==> src/bst_pkg.sv <==
// Package for the boundary-scan test port: TAP states, instruction codes,
// register widths and identification fields.
// Assumes a single system clock domain that oversamples the test clock.
package bst_pkg;

  localparam int BST_IR_W = 3;
  localparam int BST_ID_W = 32;
  localparam int BST_BSR_W = 89;
  localparam int BST_SYNC_STAGES = 2;
  localparam int BST_FIFO_W = 1;
  localparam int BST_FIFO_D = 4;

  // Instruction codes.
  localparam logic [2:0] BST_INS_EXTEST = 3'h0;
  localparam logic [2:0] BST_INS_IDCODE = 3'h1;
  localparam logic [2:0] BST_INS_SAMPLEZ = 3'h2;
  localparam logic [2:0] BST_INS_BYP0 = 3'h3;
  localparam logic [2:0] BST_INS_SAMPLE = 3'h4;
  localparam logic [2:0] BST_INS_RSVD = 3'h5;
  localparam logic [2:0] BST_INS_BYP1 = 3'h6;
  localparam logic [2:0] BST_INS_BYP2 = 3'h7;

  // Identification register field values; all values are arbitrary.
  localparam logic [3:0] BST_ID_REV = 4'h1;
  localparam logic [9:0] BST_ID_PART = 10'h155;
  localparam logic [5:0] BST_ID_VEND = 6'h2a;
  localparam logic [10:0] BST_ID_MFR = 11'h123;
  localparam logic BST_ID_START = 1'b1;

  // Saturation limit of the mode-select ones counter.
  localparam logic [3:0] BST_TMS_ONES = 4'hf;

  typedef enum logic [3:0] {
    BST_TLR = 4'h0,
    BST_RTI = 4'h1,
    BST_SEL_DR = 4'h2,
    BST_CAP_DR = 4'h3,
    BST_SH_DR = 4'h4,
    BST_EX1_DR = 4'h5,
    BST_PA_DR = 4'h6,
    BST_EX2_DR = 4'h7,
    BST_UPD_DR = 4'h8,
    BST_SEL_IR = 4'h9,
    BST_CAP_IR = 4'ha,
    BST_SH_IR = 4'hb,
    BST_EX1_IR = 4'hc,
    BST_PA_IR = 4'hd,
    BST_EX2_IR = 4'he,
    BST_UPD_IR = 4'hf
  } bst_state_e;

  // Serial link pins, before and after synchronisation.
  typedef struct packed {
    logic tck;
    logic tms;
    logic tdi;
  } bst_link_s;

endpackage : bst_pkg

==> src/bst_fifo.sv <==
// Small flip-flop FIFO with valid/ready on both sides.
// Assumes one clock; depth must be a power of two.
module bst_fifo #(
  parameter int WIDTH = 1,
  parameter int DEPTH = 4
) (
  input wire logic sys_clk_in,
  input wire logic sys_rst_in,
  input wire logic [WIDTH-1:0] wr_data_in,
  input wire logic wr_valid_in,
  output logic wr_ready_out,
  output logic [WIDTH-1:0] rd_data_out,
  output logic rd_valid_out,
  input wire logic rd_ready_in
);
  localparam int AW = $clog2(DEPTH);
  // The count is one bit wider than the pointers so that full and empty differ.
  localparam logic [AW:0] FULL_CNT = DEPTH[AW:0];
  logic [WIDTH-1:0] mem_r [DEPTH];
  logic [AW-1:0] wp_r;
  logic [AW-1:0] rp_r;
  logic [AW:0] cnt_r;
  logic wr_go;
  logic rd_go;

  // Full and empty are taken straight from the occupancy count.
  assign wr_ready_out = (cnt_r != FULL_CNT);
  assign rd_valid_out = (cnt_r != '0);
  assign wr_go = wr_valid_in && wr_ready_out;
  assign rd_go = rd_valid_out && rd_ready_in;
  assign rd_data_out = mem_r[rp_r];

  // Storage and pointers advance on accepted transfers only.
  always_ff @(posedge sys_clk_in or posedge sys_rst_in)
  begin
    if (sys_rst_in)
    begin
      wp_r <= '0;
      rp_r <= '0;
      cnt_r <= '0;
      for (int i = 0; i < DEPTH; i++)
        mem_r[i] <= '0;
    end
    else
    begin
      if (wr_go)
      begin
        mem_r[wp_r] <= wr_data_in;
        wp_r <= wp_r + 1'b1;
      end
      if (rd_go)
        rp_r <= rp_r + 1'b1;
      if (wr_go && !rd_go)
        cnt_r <= cnt_r + 1'b1;
      else if (rd_go && !wr_go)
        cnt_r <= cnt_r - 1'b1;
    end
  end
endmodule // bst_fifo

==> src/bst_tap.sv <==
// Boundary-scan test access port: TAP controller, instruction, bypass,
// identification and 89-cell boundary registers.
// Assumes sys_clk_in is far faster than the test clock, which it samples.
module bst_tap
  import bst_pkg::*;
(
  input wire logic sys_clk_in,
  input wire logic sys_rst_in,
  input wire logic tck_in,
  input wire logic tms_in,
  input wire logic tms_oe_n_in,
  input wire logic tdi_in,
  input wire logic tdi_oe_n_in,
  input wire logic [BST_BSR_W-1:0] pad_state_in,
  output logic tdo_out,
  output logic tdo_oe_n_out,
  output logic dq_float_out,
  output logic [BST_IR_W-1:0] ir_out,
  output logic [3:0] tap_state_out
);

  bst_link_s link_raw;
  bst_link_s sync1_r;
  bst_link_s sync2_r;
  logic tck_d_r;
  logic rise;
  logic fall;
  bst_state_e st_r;
  bst_state_e st_nxt;
  logic [BST_IR_W-1:0] ir_sh_r;
  logic [BST_IR_W-1:0] ir_r;
  logic byp_r;
  logic [BST_ID_W-1:0] id_r;
  logic [BST_BSR_W-1:0] bsr_r;
  logic tdo_bit;
  logic tdo_r;
  logic tdo_oe_n_r;
  logic fifo_ready;
  logic fifo_valid;
  logic fifo_data;
  logic fifo_push;
  logic [3:0] tms_ones_r;

  // An undriven mode-select or data input pin reads as one, as if pulled up.
  assign link_raw.tck = tck_in;
  assign link_raw.tms = tms_oe_n_in ? 1'b1 : tms_in;
  assign link_raw.tdi = tdi_oe_n_in ? 1'b1 : tdi_in;

  // Two-stage synchroniser; only the second stage is read by logic.
  always_ff @(posedge sys_clk_in or posedge sys_rst_in)
  begin
    if (sys_rst_in)
    begin
      sync1_r <= '0;
      sync2_r <= '0;
      tck_d_r <= 1'b0;
    end
    else
    begin
      sync1_r <= link_raw;
      sync2_r <= sync1_r;
      tck_d_r <= sync2_r.tck;
    end
  end

  // Edge detection; a test clock held low yields no edges and idles the port.
  assign rise = sync2_r.tck && !tck_d_r;
  assign fall = !sync2_r.tck && tck_d_r;

  // Identification word, built from arbitrary field values.
  function automatic logic [BST_ID_W-1:0] id_word();
    id_word = {BST_ID_REV, BST_ID_PART, BST_ID_VEND, BST_ID_MFR, BST_ID_START};
  endfunction

  // Bypass codes, including the three aliases.
  function automatic logic is_bypass(input logic [BST_IR_W-1:0] c);
    is_bypass = (c == BST_INS_BYP0) || (c == BST_INS_BYP1) || (c == BST_INS_BYP2) ||
                (c == BST_INS_RSVD);
  endfunction

  // Chain selected by the boundary-scan instructions.
  function automatic logic is_chain(input logic [BST_IR_W-1:0] c);
    is_chain = (c == BST_INS_EXTEST) || (c == BST_INS_SAMPLEZ) || (c == BST_INS_SAMPLE);
  endfunction

  // Standard sixteen-state next-state map.
  always_comb
  begin
    st_nxt = st_r;
    unique case (st_r)
      BST_TLR: st_nxt = sync2_r.tms ? BST_TLR : BST_RTI;
      BST_RTI: st_nxt = sync2_r.tms ? BST_SEL_DR : BST_RTI;
      BST_SEL_DR: st_nxt = sync2_r.tms ? BST_SEL_IR : BST_CAP_DR;
      BST_CAP_DR: st_nxt = sync2_r.tms ? BST_EX1_DR : BST_SH_DR;
      BST_SH_DR: st_nxt = sync2_r.tms ? BST_EX1_DR : BST_SH_DR;
      BST_EX1_DR: st_nxt = sync2_r.tms ? BST_UPD_DR : BST_PA_DR;
      BST_PA_DR: st_nxt = sync2_r.tms ? BST_EX2_DR : BST_PA_DR;
      BST_EX2_DR: st_nxt = sync2_r.tms ? BST_UPD_DR : BST_SH_DR;
      BST_UPD_DR: st_nxt = sync2_r.tms ? BST_SEL_DR : BST_RTI;
      BST_SEL_IR: st_nxt = sync2_r.tms ? BST_TLR : BST_CAP_IR;
      BST_CAP_IR: st_nxt = sync2_r.tms ? BST_EX1_IR : BST_SH_IR;
      BST_SH_IR: st_nxt = sync2_r.tms ? BST_EX1_IR : BST_SH_IR;
      BST_EX1_IR: st_nxt = sync2_r.tms ? BST_UPD_IR : BST_PA_IR;
      BST_PA_IR: st_nxt = sync2_r.tms ? BST_EX2_IR : BST_PA_IR;
      BST_EX2_IR: st_nxt = sync2_r.tms ? BST_UPD_IR : BST_SH_IR;
      BST_UPD_IR: st_nxt = sync2_r.tms ? BST_SEL_DR : BST_RTI;
    endcase
  end

  // Power-up reset lands in test-logic-reset; no test reset pin exists.
  always_ff @(posedge sys_clk_in or posedge sys_rst_in)
  begin
    if (sys_rst_in)
      st_r <= BST_TLR;
    else if (rise)
      st_r <= st_nxt;
  end

  // Counts consecutive ones on mode-select, used only by two checks.
  always_ff @(posedge sys_clk_in or posedge sys_rst_in)
  begin
    if (sys_rst_in)
      tms_ones_r <= '0;
    else if (rise)
      tms_ones_r <= !sync2_r.tms ? 4'h0 : (tms_ones_r == BST_TMS_ONES ? tms_ones_r :
                    tms_ones_r + 4'h1);
  end

  // Instruction register: shift, then update; reset state loads IDCODE.
  always_ff @(posedge sys_clk_in or posedge sys_rst_in)
  begin
    if (sys_rst_in)
    begin
      ir_sh_r <= '0;
      ir_r <= BST_INS_IDCODE;
    end
    else if (rise)
    begin
      unique case (st_r)
        BST_TLR: ir_r <= BST_INS_IDCODE;
        BST_CAP_IR: ir_sh_r <= 3'h1;
        BST_SH_IR: ir_sh_r <= {sync2_r.tdi, ir_sh_r[BST_IR_W-1:1]};
        BST_UPD_IR: ir_r <= ir_sh_r;
        default: ir_sh_r <= ir_sh_r;
      endcase
    end
  end

  // Data registers; the chain captures pad states only, never array data.
  always_ff @(posedge sys_clk_in or posedge sys_rst_in)
  begin
    if (sys_rst_in)
    begin
      byp_r <= 1'b0;
      id_r <= '0;
      bsr_r <= '0;
    end
    else if (rise)
    begin
      if (st_r == BST_UPD_IR && is_bypass(ir_sh_r))
        byp_r <= 1'b0;
      if (st_r == BST_CAP_DR)
      begin
        if (ir_r == BST_INS_IDCODE)
          id_r <= id_word();
        if (is_chain(ir_r))
          bsr_r <= pad_state_in;
        if (is_bypass(ir_r))
          byp_r <= 1'b0;
      end
      else if (st_r == BST_SH_DR)
      begin
        if (ir_r == BST_INS_IDCODE)
          id_r <= {sync2_r.tdi, id_r[BST_ID_W-1:1]};
        if (is_chain(ir_r))
          bsr_r <= {sync2_r.tdi, bsr_r[BST_BSR_W-1:1]};
        if (is_bypass(ir_r))
          byp_r <= sync2_r.tdi;
      end
    end
  end

  // Output mux: cell 1 (pad 6N) leaves first, cell 89 last.
  always_comb
  begin
    tdo_bit = byp_r;
    if (st_r == BST_SH_IR)
      tdo_bit = ir_sh_r[0];
    else if (ir_r == BST_INS_IDCODE)
      tdo_bit = id_r[0];
    else if (is_chain(ir_r))
      tdo_bit = bsr_r[0];
  end

  // One bit enters the FIFO at every rising edge spent in a shift state.
  assign fifo_push = rise && (st_r == BST_SH_DR || st_r == BST_SH_IR);

  // Shifted bits pass a small FIFO; it drains at each falling test-clock edge.
  bst_fifo #(
    .WIDTH(BST_FIFO_W),
    .DEPTH(BST_FIFO_D)
  ) u_fifo (
    .sys_clk_in(sys_clk_in),
    .sys_rst_in(sys_rst_in),
    .wr_data_in(tdo_bit),
    .wr_valid_in(fifo_push),
    .wr_ready_out(fifo_ready),
    .rd_data_out(fifo_data),
    .rd_valid_out(fifo_valid),
    .rd_ready_in(fall)
  );

  // Output driven only after a falling edge, enable low while shifting.
  always_ff @(posedge sys_clk_in or posedge sys_rst_in)
  begin
    if (sys_rst_in)
    begin
      tdo_r <= 1'b0;
      tdo_oe_n_r <= 1'b1;
    end
    else if (fall)
    begin
      tdo_r <= fifo_valid ? fifo_data : tdo_r;
      tdo_oe_n_r <= !fifo_valid;
    end
  end

  assign tdo_out = tdo_r;
  assign tdo_oe_n_out = tdo_oe_n_r;
  // Data pins float only for EXTEST and SAMPLE-Z; reset restores normal use.
  assign dq_float_out = (ir_r == BST_INS_EXTEST) || (ir_r == BST_INS_SAMPLEZ);
  assign ir_out = ir_r;
  assign tap_state_out = st_r;
endmodule // bst_tap

==> config.mk <==
export PLATFORM = sky130hd
export DESIGN_NAME = bst_tap
export DESIGN_NICKNAME = d
export VERILOG_FILES = /design/src/bst_pkg.sv /design/src/bst_fifo.sv /design/src/bst_tap.sv
export SDC_FILE = /design/constraint.sdc
export NUM_CORES = 1
export LEC_CHECK = 0
export BUFFER_PORTS_ARGS = -buffer_cell sky130_fd_sc_hd__buf_2
export CELL_PAD_IN_SITES_DETAIL_PLACEMENT = 1
export CELL_PAD_IN_SITES_GLOBAL_PLACEMENT = 1
export CORE_UTILIZATION = 44
export DETAILED_ROUTE_END_ITERATION = 7
export GPL_TIMING_DRIVEN = 0
export HOLD_SLACK_MARGIN = 0.05
export PLACE_DENSITY_LB_ADDON = 0.1
export SLEW_MARGIN = 20
export SYNTH_ARGS = -nofsm -noshare
export SYNTH_HDL_FRONTEND = slang
export SYNTH_HIERARCHICAL = 1
export SYNTH_SLANG_ARGS = --single-unit
==> constraint.sdc <==
create_clock -name sys_clk_in -period 6.3 [get_ports sys_clk_in]
set_input_delay 1.26 -clock sys_clk_in [delete_from_list [all_inputs] [get_ports sys_clk_in]]
set_output_delay 1.26 -clock sys_clk_in [all_outputs]
set_load 0.01 [all_outputs]
==> results by group <==
Critical path
  • Worst Path Buf+Inv: 5
  • CP endpoint kind: flop
  • Critical path class: reg -> reg
  • Slowest CP cell: a21oi_1
  • Worst-path cell chain: buf_2 > clkbuf_1 > nand3_1 > a21oi_1 > nand2b_1 > buf_4 > inv_1 > ha_1 > inv_1 > fa_1 > xor2_1 > nor2_1 > xor2_1
  • WP data required: between 6 and 7 ns
  • Startpoint types: flop
  • Crit-path max cell delay: about 0.47 ns
  • CP delay by family, top: buffers and inverters
  • Crit Path Max Fanout: 10
  • Worst EP arrival: around 3.6 ns

Die
  • Die area: roughly 0.016 mm^2
  • Core ar.: between 0.015 and 0.02 mm^2
  • I/O pin count: between 100 and 150
  • Die height: between 100 and 150 um
  • Die W: roughly 130 um
  • Num rows: 45
  • Starting Density: around 46%

Synthesis
  • Syn Nets: 800
  • Ys Warns: 6
  • Average cell area after synthesis: roughly 10 um^2
  • Synth Cell Area: 0.007035 mm^2
  • Post-Synthesis Cells: around 700

Clock tree
  • Reg clk slew, reported paths: approximately 0.060 ns
  • CTS max path bufs: 2
  • Num CTS Buffers: 17
  • CTS tree: yes
  • CTS hold repair buffers: 0
  • CTS resizes: 0
  • # Post-CTS Setup Buffers: 0
  • Worst-skew pair later-pin latency: 0.42 ns
  • H-tree depth reported by CTS: 4
  • Clock root buffer: clkbuf_16
  • Clk sinks: approximately 150

STA
  • Clock Skews: 0.006360 ns
  • Fmax: just over 300 MHz
  • Final setup vio count: 0
  • Slew @ Worst Pin: between 0.6 and 0.7 ns
  • Slew margin rel.: a little over half
  • Final period util: 51.02%
  • Minimum clock period: roughly 3.2 ns
  • Setup TNS: 0 ns
  • RSZ-0062 raised after global routing: false
  • Hold_ws: around 0.36 ns
  • Slew Limit Fails: 0
  • Final Hold Viols: 0

Detailed routing
  • Vias per cell: a little over 5
  • Total Wirelength: 17270 um
  • Initial DRC count: between 200 and 250
  • DR pass1 iterations: 5
  • WL per Instance: about 16 um
  • DRC Markers: 0
  • ANT nets after route: 0
  • Via Count: between 5k and 6k

Placement
  • Placer Congestion: around 0.8
  • # port buffers: around 110
  • Placed cell areas: between 0.007 and 0.008 mm^2
  • Dpl hpwl: between 10000 and 15000 um

Hold path
  • Hold Path Class: reg -> reg

Layout
  • Final net count: about 930
  • Cell area after layout: about 0.0085 mm^2
  • Area growth, synth to finish: 21.13%
  • Fill cells: approximately 1.8k
  • Share of layout cells above drive strength 1: about 22%
  • Ant. Diodes: 0

Power and ir drop
  • Switch share: between 30% and 40%
  • Pwr dens: 449.5 mW/mm^2
  • Peak supply drop: approximately 0.21 mV
  • Leak: around 4 nW
  • Flop pwr share: between 40% and 50%
  • Clock share of power: 29.7%
  • Internal power: between 2 and 3 mW
  • Comb power frac: between 20% and 30%
  • Total power: roughly 3.8 mW
  • Switching power total: 1.263 mW

Job
  • Max_cap viols: 0

GRT
  • Largest net degree at the start of global routing: a little over 90
  • Grt ovf: 0
  • GRT Total Usage: 22.50%
  • Antenna violations before repair: 0
  • Number of global-route vias before repair: ~6k
  • First-pass GRT wire length: about 29000 um

Status
  • Status: finished, final reports clean
-- power groups by stage --
stage          Clock (mW)  Combinational, mW  Sequential [mW]
6_report             1.14               1.11             1.58
5_1_grt              1.20               1.27             1.63
4_1_cts              1.16               1.13             1.59
3_5_place_dp            0               1.11             1.59
3_3_place_gp            0               1.03             1.57
2_1_floorplan           0              0.840             1.53
-- stage by stage --
step	instances	worst slack [ns]	util, %
2_1_floorplan	698	1.262	-
3_3_place_gp	1014	-0.3422	50.72
3_5_place_dp	1015	3.130	50.95
4_1_cts	1047	3.104	55.24
5_1_grt	1047	2.889	55.24
6_report	1047	3.086	55.24
-- area by class of cell --
type                            count  area (um^2)  share of cell area, %
Inverter                           12        52.55                 0.6166
Clock buffer                       20        466.7                  5.476
Timing Repair Buffer              106        553.0                  6.490
Buffer                             47        277.8                  3.259
Tap cell                          211        264.0                  3.098
Sequential cell                   152         3806                  44.66
Multi-Input combinational cell    487         2907                  34.11
Clock inverter                     12        195.2                  2.290
-- routing by layer --
metal | routed length (um) | vias up | GRT usage (%)
met4 | 294 | 0 | 8.789
li1 | - | 2629 | -
met1 | 7612 | 2672 | 27.76
met3 | 695 | 23 | 5.073
met2 | 8669 | 98 | 38.44
met5 | 0 | - | 0
-- cell usage in the layout, fill, tap and decap left out, drive strengths merged, types with 5 or more instances in the layout --
| cell | n |
|---|---|
| nor2b | 7 |
| clkbuf | 36 |
| clkinv | 5 |
| mux2i | 91 |
| bufinv | 5 |
| nor2 | 28 |
| buf | 137 |
| o21ai | 134 |
| dfrtp | 150 |
| nand2 | 160 |
| ha | 5 |
| a21oi | 13 |
| inv | 13 |
-- final timing paths --
check                                  from         endpoint  slack (ns)  cells after the start
max                        tap_state_out[0]  u_fifo/cnt_r[2]        3.09                     13
min                              sync1_r[0]       sync2_r[0]        0.36                      0
max reg2reg                tap_state_out[0]  u_fifo/cnt_r[2]        3.09                     13
min reg2reg                      sync1_r[0]       sync2_r[0]        0.36                      0
max in group asynchronous        sys_rst_in        bsr_r[19]        4.69                      3
min in group asynchronous        sys_rst_in          tdo_out        0.85                      2
-- sequential cells by signal, indices dropped and copies added (netlist names), 4 cells and up --
name           count
bsr_r             89
id_r              32
tap_state_out      4
u_fifo/mem_r       4
No activity file was read; power rests on OpenSTA's default activity.
